[src/verilog/uii_pkg.sv]
// Purpose: Shared constants and types for the serial port interrupt block
// Assumes: 32-bit APB, one word per register
// Notes: Offsets are byte addresses
package uii_pkg;

  // ---------------------------------------------------------------
  // Register byte offsets
  // ---------------------------------------------------------------
  localparam logic [7:0] OFF_INT_ENABLE = 8'h00;
  localparam logic [7:0] OFF_INT_IDENT = 8'h04;
  localparam logic [7:0] OFF_FIFO_CONTROL = 8'h08;
  localparam logic [7:0] OFF_FIFO_COPY = 8'h0c;
  localparam logic [7:0] OFF_MODEM_CONTROL = 8'h10;
  localparam logic [7:0] OFF_GENERAL_CONTROL = 8'h14;
  localparam logic [7:0] OFF_GENERAL_STATUS = 8'h18;
  localparam logic [7:0] OFF_SOURCE_STATUS = 8'h1c;

  // ---------------------------------------------------------------
  // Field positions
  // ---------------------------------------------------------------
  localparam int IE_RX_DATA = 0;
  localparam int IE_TX_EMPTY = 1;
  localparam int IE_LINE_STATUS = 2;
  localparam int IE_MODEM = 3;
  localparam int MCR_IRQ_GATE = 3;
  localparam int MCR_LOOPBACK = 4;
  localparam int FCR_FIFO_MODE = 0;
  localparam int GCR_PORT_ENABLE = 0;
  localparam int GCR_TX_TC_EN = 1;
  localparam int GCR_RX_TC_EN = 2;
  localparam int TC_TX = 0;
  localparam int TC_RX = 1;
  localparam int TC_BITS = 2;

  // ---------------------------------------------------------------
  // Reset values
  // ---------------------------------------------------------------
  localparam logic [3:0] RST_INT_ENABLE = 4'h0;
  localparam logic [7:0] RST_FIFO_CONTROL = 8'h00;
  localparam logic [4:0] RST_MODEM_CONTROL = 5'h00;
  localparam logic [2:0] RST_GENERAL_CONTROL = 3'h0;
  localparam logic [1:0] RST_GENERAL_STATUS = 2'h0;

  // ---------------------------------------------------------------
  // Source codes
  // ---------------------------------------------------------------
  localparam logic [2:0] CODE_MODEM = 3'h0;
  localparam logic [2:0] CODE_TX_EMPTY = 3'h1;
  localparam logic [2:0] CODE_RX_DATA = 3'h2;
  localparam logic [2:0] CODE_LINE_STATUS = 3'h3;
  localparam logic [2:0] CODE_TIMEOUT = 3'h6;

  // Raw source levels from the rest of the port
  typedef struct packed {
    logic line_status;
    logic rx_data;
    logic rx_timeout;
    logic tx_holding_empty;
    logic modem_change;
  } uii_src_t;

  typedef enum logic [1:0] {
    UII_IDLE,
    UII_ACCESS
  } uii_bus_t;

endpackage

[src/verilog/uii_prio_enc.sv]
// Purpose: Registered priority encoder for the source code
// Assumes: Inputs already gated by enables
// Notes: Result appears one cycle after the inputs
module uii_prio_enc
  import uii_pkg::*;
(
  input wire logic pclk,
  input wire logic presetn,
  input uii_src_t pend,
  input wire logic fifo_mode,
  output logic [2:0] int_source_code,
  output logic none_pending
);

  logic [2:0] code_d;
  logic none_d;

  // ---------------------------------------------------------------
  // Priority selection
  // ---------------------------------------------------------------
  always_comb begin
    code_d = CODE_MODEM;
    none_d = 1'b0;
    if (pend.line_status) begin
      code_d = CODE_LINE_STATUS;
    end else if (pend.rx_timeout && fifo_mode) begin
      code_d = CODE_TIMEOUT;
    end else if (pend.rx_data) begin
      code_d = CODE_RX_DATA;
    end else if (pend.tx_holding_empty) begin
      code_d = CODE_TX_EMPTY;
    end else if (pend.modem_change) begin
      code_d = CODE_MODEM;
    end else begin
      none_d = 1'b1;
    end
    if (!fifo_mode) begin
      code_d[2] = 1'b0;
    end
  end

  always_ff @(posedge pclk or negedge presetn) begin
    if (!presetn) begin
      int_source_code <= CODE_MODEM;
      none_pending <= 1'b1;
    end else begin
      int_source_code <= code_d;
      none_pending <= none_d;
    end
  end
endmodule

[src/verilog/uii_top.sv]
// Purpose: Interrupt identification, priority and request gating of one serial port
// Assumes: Source levels come from logic on pclk; APB slave with one wait state
// Notes: Source code and request lag source levels by one cycle; request lags count events by two
// Functional notes
// - Four standard sources: data, empty, modem, line
// - Codes 000,001,010,011,110; others unused
// - Highest priority pending source is reported
// - Next read gives next pending source once the higher source's level drops
// - Data enable also enables time-out in FIFO mode
// - Single-buffer mode: code top bit zero
// - Enables in enable register, code in ident
// - DMA count events: sticky status, separate enables
// - Gate bit low forces request low
// - Loopback suppresses request
// - Port disabled after reset until software enables
// - Starts single-buffer; mode switchable any time
// - FIFO mode bit selects FIFO mode while the port is enabled
// - Control write-only; copy register reads it back
// - Raw source status always readable
module uii_top
  import uii_pkg::*;
(
  input wire logic pclk,
  input wire logic presetn,
  input wire logic psel,
  input wire logic penable,
  input wire logic pwrite,
  input wire logic [7:0] paddr,
  input wire logic [31:0] pwdata,
  output logic [31:0] prdata,
  output logic pready,
  output logic pslverr,
  input uii_src_t src,
  input wire logic tx_transfer_count_done,
  input wire logic rx_transfer_count_done,
  output logic irq,
  output logic fifo_mode,
  output logic loopback
);

  // ---------------------------------------------------------------
  // Register state
  // ---------------------------------------------------------------
  logic [3:0] int_enable_q, int_enable_d;
  logic [7:0] fifo_copy_q, fifo_copy_d;
  logic [4:0] modem_control_q, modem_control_d;
  logic [2:0] general_control_q, general_control_d;
  logic [TC_BITS-1:0] general_status_q, general_status_d;
  logic [31:0] prdata_d;
  logic pready_d, pslverr_d;
  logic irq_d, fifo_mode_d, loopback_d;
  uii_bus_t bus_q, bus_d;

  logic [2:0] int_source_code;
  logic none_pending;
  uii_src_t pend;
  logic port_en, mode_fifo, irq_gate_enable, loop_sel;
  logic wr_en, rd_phase;
  logic [TC_BITS-1:0] tc_in, tc_en, tc_clr;

  assign port_en = general_control_q[GCR_PORT_ENABLE];
  assign mode_fifo = port_en && fifo_copy_q[FCR_FIFO_MODE];
  assign irq_gate_enable = modem_control_q[MCR_IRQ_GATE];
  assign loop_sel = modem_control_q[MCR_LOOPBACK];
  assign tc_in = {rx_transfer_count_done, tx_transfer_count_done};
  assign tc_en = {general_control_q[GCR_RX_TC_EN], general_control_q[GCR_TX_TC_EN]};

  // ---------------------------------------------------------------
  // Source gating
  // ---------------------------------------------------------------
  always_comb begin
    pend.line_status = port_en && src.line_status && int_enable_q[IE_LINE_STATUS];
    pend.rx_data = port_en && src.rx_data && int_enable_q[IE_RX_DATA];
    pend.rx_timeout = mode_fifo && src.rx_timeout && int_enable_q[IE_RX_DATA];
    pend.tx_holding_empty = port_en && src.tx_holding_empty && int_enable_q[IE_TX_EMPTY];
    pend.modem_change = port_en && src.modem_change && int_enable_q[IE_MODEM];
  end

  uii_prio_enc u_prio (
    .pclk(pclk),
    .presetn(presetn),
    .pend(pend),
    .fifo_mode(mode_fifo),
    .int_source_code(int_source_code),
    .none_pending(none_pending)
  );

  // ---------------------------------------------------------------
  // APB slave
  // ---------------------------------------------------------------
  assign rd_phase = psel && penable && !pready;
  assign wr_en = psel && penable && pready && pwrite && !pslverr;

  always_comb begin
    bus_d = bus_q;
    pready_d = 1'b0;
    pslverr_d = 1'b0;
    prdata_d = prdata;
    case (bus_q)
      UII_IDLE: begin
        if (rd_phase) begin
          bus_d = UII_ACCESS;
          pready_d = 1'b1;
          prdata_d = 32'h0000_0000;
          if (paddr == OFF_INT_ENABLE) begin
            prdata_d[3:0] = int_enable_q;
          end else if (paddr == OFF_INT_IDENT) begin
            prdata_d[3:0] = {int_source_code, none_pending};
          end else if (paddr == OFF_FIFO_CONTROL) begin
            prdata_d = 32'h0000_0000;
          end else if (paddr == OFF_FIFO_COPY) begin
            prdata_d[7:0] = fifo_copy_q;
          end else if (paddr == OFF_MODEM_CONTROL) begin
            prdata_d[4:0] = modem_control_q;
          end else if (paddr == OFF_GENERAL_CONTROL) begin
            prdata_d[2:0] = general_control_q;
          end else if (paddr == OFF_GENERAL_STATUS) begin
            prdata_d[TC_BITS-1:0] = general_status_q;
          end else if (paddr == OFF_SOURCE_STATUS) begin
            prdata_d[4:0] = src;
          end else begin
            pslverr_d = 1'b1;
          end
        end
      end
      UII_ACCESS: begin
        bus_d = UII_IDLE;
      end
      default: begin
        bus_d = UII_IDLE;
      end
    endcase
  end

  // ---------------------------------------------------------------
  // Register writes
  // ---------------------------------------------------------------
  always_comb begin
    int_enable_d = int_enable_q;
    fifo_copy_d = fifo_copy_q;
    modem_control_d = modem_control_q;
    general_control_d = general_control_q;
    tc_clr = '0;
    if (wr_en) begin
      if (paddr == OFF_INT_ENABLE) begin
        int_enable_d = pwdata[3:0];
      end else if (paddr == OFF_FIFO_CONTROL) begin
        fifo_copy_d = pwdata[7:0];
      end else if (paddr == OFF_MODEM_CONTROL) begin
        modem_control_d = pwdata[4:0];
      end else if (paddr == OFF_GENERAL_CONTROL) begin
        general_control_d = pwdata[2:0];
      end else if (paddr == OFF_GENERAL_STATUS) begin
        tc_clr = pwdata[TC_BITS-1:0];
      end
    end
  end

  genvar gi;
  generate
    for (gi = 0; gi < TC_BITS; gi++) begin : g_tc
      always_comb begin
        general_status_d[gi] = tc_in[gi] || (general_status_q[gi] && !tc_clr[gi]);
      end
    end
  endgenerate

  // ---------------------------------------------------------------
  // Request and mode outputs
  // ---------------------------------------------------------------
  always_comb begin
    irq_d = irq_gate_enable && !loop_sel && ((|pend) || (|(general_status_q & tc_en)));
    fifo_mode_d = mode_fifo;
    loopback_d = loop_sel;
  end

  always_ff @(posedge pclk or negedge presetn) begin
    if (!presetn) begin
      bus_q <= UII_IDLE;
      pready <= 1'b0;
      pslverr <= 1'b0;
      prdata <= 32'h0000_0000;
      int_enable_q <= RST_INT_ENABLE;
      fifo_copy_q <= RST_FIFO_CONTROL;
      modem_control_q <= RST_MODEM_CONTROL;
      general_control_q <= RST_GENERAL_CONTROL;
      general_status_q <= RST_GENERAL_STATUS;
      irq <= 1'b0;
      fifo_mode <= 1'b0;
      loopback <= 1'b0;
    end else begin
      bus_q <= bus_d;
      pready <= pready_d;
      pslverr <= pslverr_d;
      prdata <= prdata_d;
      int_enable_q <= int_enable_d;
      fifo_copy_q <= fifo_copy_d;
      modem_control_q <= modem_control_d;
      general_control_q <= general_control_d;
      general_status_q <= general_status_d;
      irq <= irq_d;
      fifo_mode <= fifo_mode_d;
      loopback <= loopback_d;
    end
  end
endmodule

[config.mk]
export PLATFORM = sky130hd
export DESIGN_NAME = uii_top
export DESIGN_NICKNAME = d
export VERILOG_FILES = /design/src/verilog/uii_pkg.sv /design/src/verilog/uii_prio_enc.sv /design/src/verilog/uii_top.sv
export SDC_FILE = /design/constraint.sdc
export NUM_CORES = 1
export LEC_CHECK = 0
export BUFFER_PORTS_ARGS = -buffer_cell sky130_fd_sc_hd__buf_2
export CAP_MARGIN = 5
export CELL_PAD_IN_SITES_DETAIL_PLACEMENT = 0
export CELL_PAD_IN_SITES_GLOBAL_PLACEMENT = 1
export CORE_MARGIN = 1.5
export CORE_UTILIZATION = 38
export DETAILED_ROUTE_END_ITERATION = 6
export GPL_TIMING_DRIVEN = 1
export PLACE_DENSITY = 0.88
export RECOVER_POWER = 25
export SLEW_MARGIN = 20
export SYNTH_ARGS = -nofsm -noshare
export SYNTH_HDL_FRONTEND = slang
export SYNTH_SLANG_ARGS = --single-unit
export TNS_END_PERCENT = 30
[constraint.sdc]
create_clock -name pclk -period 2.7 [get_ports pclk]
set_clock_uncertainty 0.2 [all_clocks]
set_input_delay 0 -clock pclk [delete_from_list [all_inputs] [get_ports pclk]]
set_output_delay 0 -clock pclk [all_outputs]
set_load 0.01 [all_outputs]
== Word level (Yosys, flattened, before mapping) ==
Index checks and enable logic that the tools add are counted.
Cells by class
  multiplexer cells: 43
  equal/unequal tests: 8
  reduce and logical (&&, ||, !) cells: 38
  bitwise logic cells: 4
Operator list (count)
  $eq A8 B5 Y1 const B: 4
  $mux W28: 1
  $logic_and A1 B1 Y1: 21
  $mux W2: 10
  $mux W1: 19
  $mux W3: 6
  $eq A8 B4 Y1 const B: 2
  $mux W5: 3
  $mux W4: 3
  $eq A8 B3 Y1 const B: 1
  $logic_not A8 Y1: 1
  $mux W8: 1
  $logic_not A1 Y1: 5
  $reduce_and A5 Y1: 1
  $reduce_or A5 Y1: 1
  $reduce_and A2 Y1: 2
  $reduce_and A4 Y1: 1
  $logic_or A1 B1 Y1: 3
  $not A1 Y1: 3
  $reduce_and A3 Y1: 1
  $and A2 B2 Y2: 1
  $logic_not A2 Y1: 1
  $ne A2 B2 Y1 const B: 1
  $reduce_or A2 Y1: 1
Word-level totals
  register bits: 65
  output and inout port bits: 37

== Logic depth before layout (Yosys ltp) ==
Gate-level depths: netlist (run 1).
  depth in word-level cells: 11
  mapped depth: 6
  gate-level depth less buffers: 6

== By module ==
A second synthesis (run 1) with hierarchy kept.
Second synthesis, totals
  cell total of the unflattened synthesis: 178
  area total of the unflattened synthesis: 2043.2 sq um
Modules (own cells, without submodules)
  uii_top: area each 1903.1 sq um, times used 1, cells an instance 168
  uii_prio_enc: area each 140.1 sq um, times used 1, cells an instance 10

== Worst setup path before layout (run 1) ==
OpenSTA, ideal clock, no wires.
  path kind: register to register
  start point: register pready
  end point: register general_control_q[0]
  clock period less this slack: 1911 ps
  slack: 789 ps
  buffers on the path: 0
  setup time: 125 ps
  arrival: 1586 ps
  stages on the path, launching flop included: 5
  cells stage by stage: dfrtp_1 > nand4_1 > nor4b_4 > or3b_4 > mux2_4
On the way
  word-level cells in the longest chain between the ends: 4
RTL lines
  start, declared: line uii_top.sv:31  | output logic pready,
  start signal, assigned: line uii_top.sv:193  | pready <= pready_d;
  $logic_and A1 B1 Y1 (3 in series): line uii_top.sv:92  | assign wr_en = psel && penable && pready && pwrite && !pslverr;
  $reduce_and A5 Y1 (no line)
  end signal, assigned: line uii_top.sv:199  | general_control_q <= general_control_d;
  end, declared: line uii_top.sv:47  | logic [2:0] general_control_q, general_control_d;
No other way between the ends.
A chain may end at the register's enable or synchronous reset.

== Worst setup path after layout (run 1) ==
  start point: input port paddr[7]
  end point: register pslverr
On the way
  word-level cells in the longest chain between the ends: 11
  elaborated cells between the ends (all ways): 18
  those cells by class: eq/ne: 7; mux: 10; reduce/logical: 1
RTL lines
  start, declared: line uii_top.sv:28  | input wire logic [7:0] paddr,
  $eq A8 B5 Y1: line uii_top.sv:119  | end else if (paddr == OFF_SOURCE_STATUS) begin
  $mux W1: line uii_top.sv:119
  $mux W1: line uii_top.sv:117  | end else if (paddr == OFF_GENERAL_STATUS) begin
  $mux W1: line uii_top.sv:115  | end else if (paddr == OFF_GENERAL_CONTROL) begin
  $mux W1: line uii_top.sv:113  | end else if (paddr == OFF_MODEM_CONTROL) begin
  $mux W1: line uii_top.sv:111  | end else if (paddr == OFF_FIFO_COPY) begin
  $mux W1: line uii_top.sv:109  | end else if (paddr == OFF_FIFO_CONTROL) begin
  $mux W1: line uii_top.sv:107  | end else if (paddr == OFF_INT_IDENT) begin
  $mux W1 *: line uii_top.sv:105  | if (paddr == OFF_INT_ENABLE) begin
  $mux W1 *: line uii_top.sv:101  | if (rd_phase) begin
  $mux W1 *: line uii_top.sv:99  | case (bus_q)
  named net pslverr_d: line uii_top.sv:50  | logic pready_d, pslverr_d;
  end signal, assigned: line uii_top.sv:194  | pslverr <= pslverr_d;
  end, declared: line uii_top.sv:32  | output logic pslverr,
The timed path passes the listed nets; every way through them passes the cells marked *.

==> results.cfg, run 1 <==
[die]
die_w_um = 77.1
fp.dieH_um = 77.1
initial_core_util_pct = 40.1
die-area_mm2 = 0.00594
pin_count = 89
core_area_mm2 = 0.00520
row_count = 26

[drt]
via_per_inst = 4.92
highest_layer = met4
antenna_left = 0
dr.first_iter.drc_count = 98
dr.pass1.iters = 4
wl_met3_um = 273
wirelength_met1_um = 2090
routed-wl-met2_um = 2310
drc = 0
routedWlPerCell_um = 13.9
finalWirelength_um = 4760
via_count = 1681

[layout]
syn2layout_area_growth_pct = 28.1
final_util_pct = 51.3
multi_input_area_um2 = 947
drive_gt1_share_pct = 23.2
ff_latch_area_mm2 = 0.00100
antenna_cells = 0
final_net_count = 324
nFillCells = 502

[setup_path]
path_class = input pin to flop
rrSetupSlack_ns = 0.37
worst-r2r-cell-count = 6
crit_path_end = pslverr
cp_common_cell = dlygate4sd3_1
crit_start = paddr[7]
rr_endpoint = general_status_q[0]
end_kind = flop
cp_max_fo = 6
slowest_stage = dlygate4sd3_1
reg2reg_from = pready
cp_data_required_time_ns = 2.68
startpoint_type = input pin
crit_cells = 7
critical_path_buf_inv_count = 4
cp.arrival_ns = 2.58
cpLargestDelayFamily = buffers and inverters
critPathMaxStageDelay_ns = 0.61
crit_chain = dlygate4sd3_1, buf_2, or3_4, dlygate4sd3_1, nor3_1, nor2_1, dlygate4sd3_1

[synthesis]
synth.cell_area_mm2 = 0.00209
synth_warnings = 0
seq_area_frac_synth_pct = 48.1
synth_area_per_cell_um2 = 10.6
synth-main-ff-cell = dfrtp_1
syn-instance-count = 196
async_flop_share_pct = 100
synth_cell_type_count = 43
synth_seq_cells = 40
synth_edf_count = 0

[timing]
setup_tns_ns = 0
period_needed_ns = 2.60
setup_viol = 0
rsz0062_at_grt = no
fmax_ghz = 0.384
slew_violations = 41
tightest_slew_ns = 2.08
hold_viol = 0
slew_headroom_pct = -38.5
min_period_over_period_pct = 96.5

[grt]
grt-ovfl-total = 0
grt_max_degree = 41
grt_pass1_wl_um = 7860
grtUsageTotal_pct = 17.2
antenna_found_initial = 0
grt_pass1_vias = 1672

[outcome]
violations = capacitance limit, slew limit
status = finished with violations

[clocking]
clock_latency_ns = 0.29
cts_buffer_depth = 2
cts_made_buffers = 5
post-cts-setup-buffers = 0
cts_tree = yes
h-tree-depth = 2
clk_pin_slew_ns = 0.07
cts_num_sinks = 40
root_buffer = clkbuf_8
cts_resized = 0

[placement]
detailed_place_hpwl_um = 3440
place_congestion = 0.899
portBuffers = 40

[power_and_ir_drop]
power_frac_seq_pct = 52.0
peakVddDrop_v = 0.000188
p_clk_share_pct = 35.0
power.density_mw_per_mm2 = 448
sw_frac_of_total_pct = 24.3
finalPower_mw = 1.20
power_switching_mw = 0.291
p_int_mw = 0.907
combPwrFrac_pct = 13.0
power.leakage_nw = 1.24

[min_path]
hold_path_class = input pin to flop

[flow_run]
drv_cap = 1
==> cell usage in the layout (no fill, tap or decap), types with 4 or more instances in the layout <==
cell and n:
a21oi_1 7, a31oi_1 4, buf_2 26, buf_4 4, clkbuf_1 14, clkbuf_8 7, conb_1 24, dfrtp_1 39
dlygate4sd3_1 31, inv_1 4, mux2_2 17, nand2_1 15, nand2b_1 6, nand3_1 9, nor2_1 8, nor3_1 5
o21ai_0 8, o22ai_1 5
==> power groups by stage <==
| stage | clock, mW | sequential, mW | combinational, mW |
|---|---|---|---|
| floorplan | 0 | 0.640 | 0.0888 |
| global placement | 0 | 0.634 | 0.129 |
| detailed placement | 0 | 0.634 | 0.130 |
| CTS | 0.429 | 0.622 | 0.158 |
| global route | 0.455 | 0.624 | 0.173 |
| finish | 0.419 | 0.623 | 0.155 |
==> logic make-up (layout without fill, tap and decap cells) <==
kind of cell	after synthesis	in the layout	synth area share [%]
simple gates	62	62	16.9
flops	40	40	48.1
compound gates	37	37	11.5
buf+inv	33	86	10.7
mux	23	23	12.8
other cells	1	24	0.180
==> stage by stage <==
| step | area [µm²] | std cells | worst slack, ns | hold slack (ns) |
|---|---|---|---|---|
| after floorplan | 2170 | 219 | 0.789 | -0.496 |
| after global placement | 2280 | 304 | 0.696 | -0.0434 |
| after CTS | 2690 | 342 | 0.134 | 0.00240 |
| after global routing | 2670 | 342 | 0.0132 | 0.0363 |
| after detailed placement | 2280 | 304 | 0.683 | -0.0308 |
| final | 2670 | 342 | 0.0952 | 0.00764 |
==> worst min path at each step <==
stage | start | to | slack, ns | depth (start not counted)
after CTS | paddr[2] | prdata[5] | 0.002 | 3
after global routing | paddr[4] | prdata[4] | 0.04 | 4
after detailed placement | presetn | prdata[0] | -0.03 | 1
final | paddr[2] | prdata[5] | 0.008 | 3
after floorplan | presetn | bus_q[0] | -0.50 | 0
after global placement | presetn | prdata[2] | -0.04 | 1
==> cell type report <==
cell class                 instances  area share, %
timing repair buffer              75           19.6
sequential                        40           37.5
tap                               70           3.28
clock buffer                       7           3.61
multi-input combinational        146           35.5
inverter                           4          0.562
==> cell usage after synthesis (all sizes together), types with 5 or more instances <==
| cell | n | share of area, % |
|---|---|---|
| nor2 | 8 | 1.4 |
| mux2 | 20 | 11 |
| a21oi | 7 | 1.7 |
| nand2b | 6 | 1.8 |
| nor3 | 5 | 1.2 |
| o21ai | 8 | 1.9 |
| nand3 | 9 | 2.2 |
| nand2 | 15 | 2.7 |
| dfrtp | 39 | 47 |
| buf | 26 | 9.4 |
| o22ai | 5 | 1.5 |
==> worst reg2reg max path: stages (launching register included) <==
cell,delay [ns]
dfrtp_1,0.36
nand4_1,0.24
nor4b_1,0.42
buf_4,0.20
nand3_1,0.08
a21o_1,0.18
dlygate4sd3_1,0.55
==> sequential cells by signal (all words and copies together), names as in the netlist <==
register,cells
bus_q,1
fifo_copy_q,8
fifo_mode,1
general_control_q,3
general_status_q,2
int_enable_q,4
irq,1
loopback,1
modem_control_q,5
prdata,8
pready,1
pslverr,1
u_prio.int_source_code,3
u_prio.none_pending,1
==> what timing repair did <==
action | 4_1_cts | 5_1_grt
hold endpoints to repair | 75 | 0
hold buffers | 31 | 0
setup endpoints to repair | 0 | 0
==> per-layer routing <==
metal | up-vias | global-route usage (%)
li1 | 812 | -
met1 | 795 | 20.9
met2 | 65 | 29.3
met3 | 9 | 5.12
met4 | 0 | 5.27
met5 | - | 0
(Power assumes the default switching activity.)
==> inputs of run 2 (changes only) <==
--- a/config.mk
+++ b/config.mk
@@ -9,9 +9,9 @@
 export CAP_MARGIN = 5
-export CELL_PAD_IN_SITES_DETAIL_PLACEMENT = 0
-export CELL_PAD_IN_SITES_GLOBAL_PLACEMENT = 1
+export CELL_PAD_IN_SITES_DETAIL_PLACEMENT = 1
+export CELL_PAD_IN_SITES_GLOBAL_PLACEMENT = 2
 export CORE_MARGIN = 1.5
-export CORE_UTILIZATION = 38
+export CORE_UTILIZATION = 30
 export DETAILED_ROUTE_END_ITERATION = 6
 export GPL_TIMING_DRIVEN = 1
-export PLACE_DENSITY = 0.88
+export PLACE_DENSITY = 0.87
 export RECOVER_POWER = 25
==> constraint.sdc (replaced) <==
create_clock -name pclk -period 2.7 [get_ports pclk]
set_clock_uncertainty 0.2 [all_clocks]
set_input_delay 0.135 -clock pclk [delete_from_list [all_inputs] [get_ports pclk]]
set_output_delay 0.135 -clock pclk [all_outputs]
set_load 0.01 [all_outputs]
==> results.cfg, run 2 (synthesis gave the netlist of run 1 again) <==
[grt]
antenna_found_initial = 0
grt_pass1_vias = 1753
grt_pass1_wl_um = 8750
grt_max_degree = 41
grtUsageTotal_pct = 15.4
grt-ovfl-total = 0

[layout]
drive_gt1_share_pct = 24.9
final_common_cell = dfrtp_1
final_cells = 341
top_regs = fifo_copy_q (8), prdata (8), modem_control_q (5)
final_cell_mix = dfrtp_1 (39), buf_2 (25), conb_1 (24), dlygate4sd3_1 (18), mux2_2 (17)
finalInstanceArea_mm2 = 0.00255
syn2layout_area_growth_pct = 22.4
final_net_count = 312
final_util_pct = 37.8
antenna_cells = 0
nFillCells = 800

[timing]
min_period_over_period_pct = 87.6
slew_violations = 0
hold_viol = 0
rsz0062_at_grt = no
tightest_slew_ns = 0.992
slew_headroom_pct = 33.9
setup_slack_ns = 0.335
setup_viol = 0
setup_tns_ns = 0
period_needed_ns = 2.36
fmax_ghz = 0.423
fin_hold_ws_ns = 0.0524

[clocking]
cts_resized = 0
root_buffer = clkbuf_8
cts_tree = yes
clock_latency_ns = 0.30
cts_num_sinks = 40
h-tree-depth = 2
cts_made_buffers = 5
clk_pin_slew_ns = 0.08
cts_buffer_depth = 2

[die]
row_count = 30
fp.dieH_um = 86.4
core_area_mm2 = 0.00676
pin_count = 89
die-area_mm2 = 0.00746
die_w_um = 86.4
initial_core_util_pct = 30.9

[setup_path]
reg2reg_from = pready
cp.arrival_ns = 2.36
crit_chain = nand4_1, nor4b_1, buf_4, nand3_1, a21o_1, dlygate4sd3_1
startpoint_type = flop
end_kind = flop
critPathMaxStageDelay_ns = 0.54
cpLargestDelayFamily = simple AND/OR/NAND/NOR gates
cp_data_required_time_ns = 2.69
rrSetupSlack_ns = 0.34
path_class = flop to flop
critical_path_buf_inv_count = 2
worst-r2r-cell-count = 6
cp_max_fo = 3
slowest_stage = dlygate4sd3_1
rr_endpoint = general_status_q[1]

[min_path]
hold_path_class = input pin to flop
hold_path_depth = 4
hold-path-endpoint = u_prio.none_pending
worstHoldStart = src[3]

[power_and_ir_drop]
power.leakage_nw = 1.19
peakVddDrop_v = 0.000158
power.density_mw_per_mm2 = 458
finalPower_mw = 1.17

[placement]
detailed_place_hpwl_um = 4150
place_area_mm2 = 0.00230
post-place-ws_ns = 0.634
portBuffers = 40
place_congestion = 0.964
place_inst = 315

[drt]
via_per_inst = 4.90
finalWirelength_um = 5440
dr.first_iter.drc_count = 78
drc = 0
routedWlPerCell_um = 15.9
antenna_left = 0
via_count = 1670
dr.pass1.iters = 4

[outcome]
status = finished clean

[flow_run]
drv_cap = 0
-- run 2: how the worst max path moves through the flow --
| stage | start | end | depth (start not counted) |
|---|---|---|---|
| detailed placement | paddr[7] | general_control_q[2] | 5 |
| floorplan | pready | general_control_q[0] | 4 |
| finish | pready | general_status_q[1] | 6 |
| CTS | pready | general_status_q[1] | 6 |
| global route | pready | general_status_q[1] | 6 |
| global placement | paddr[7] | general_control_q[1] | 5 |
-- run 2: per-layer routing --
layer  share of wire (%)  vias to the layer above  track usage [%]
met5                   0                        -                0
li1                    -                      784                -
met4                0.94                        0             4.84
met1                  44                      831             18.8
met3                 5.3                        6             3.90
met2                  50                       49             26.6
-- run 2: where the power goes --
group	switching [mW]	total, mW	internal, mW	leakage, nW
Clock	0.215	0.395	0.180	0.0479
Combinational	0.0924	0.149	0.0571	0.609
Sequential	0.0101	0.624	0.613	0.535
Total	0.318	1.17	0.851	1.19
-- run 2: area by class of cell --
type | instances | area, µm² | share of cell area, %
Clock buffer | 5 | 68.8 | 2.70
Clock inverter | 3 | 18.8 | 0.735
Inverter | 4 | 15.0 | 0.588
Multi-Input combinational cell | 146 | 947 | 37.1
Sequential cell | 40 | 1000 | 39.3
Tap cell | 80 | 100 | 3.92
Timing Repair Buffer | 63 | 400 | 15.7
-- run 2: worst min-delay path, delay by kind of cell --
kind	cells	cell delay, ns
simple gates	1	0.16
compound gates	2	0.15
buf+inv	1	0.09
-- run 2: timing repair --
item,in CTS,in global routing
hold endpoints to repair,65,0
endpoints found under the setup margin,0,0
hold buffers,18,0
buffers inserted,0,0
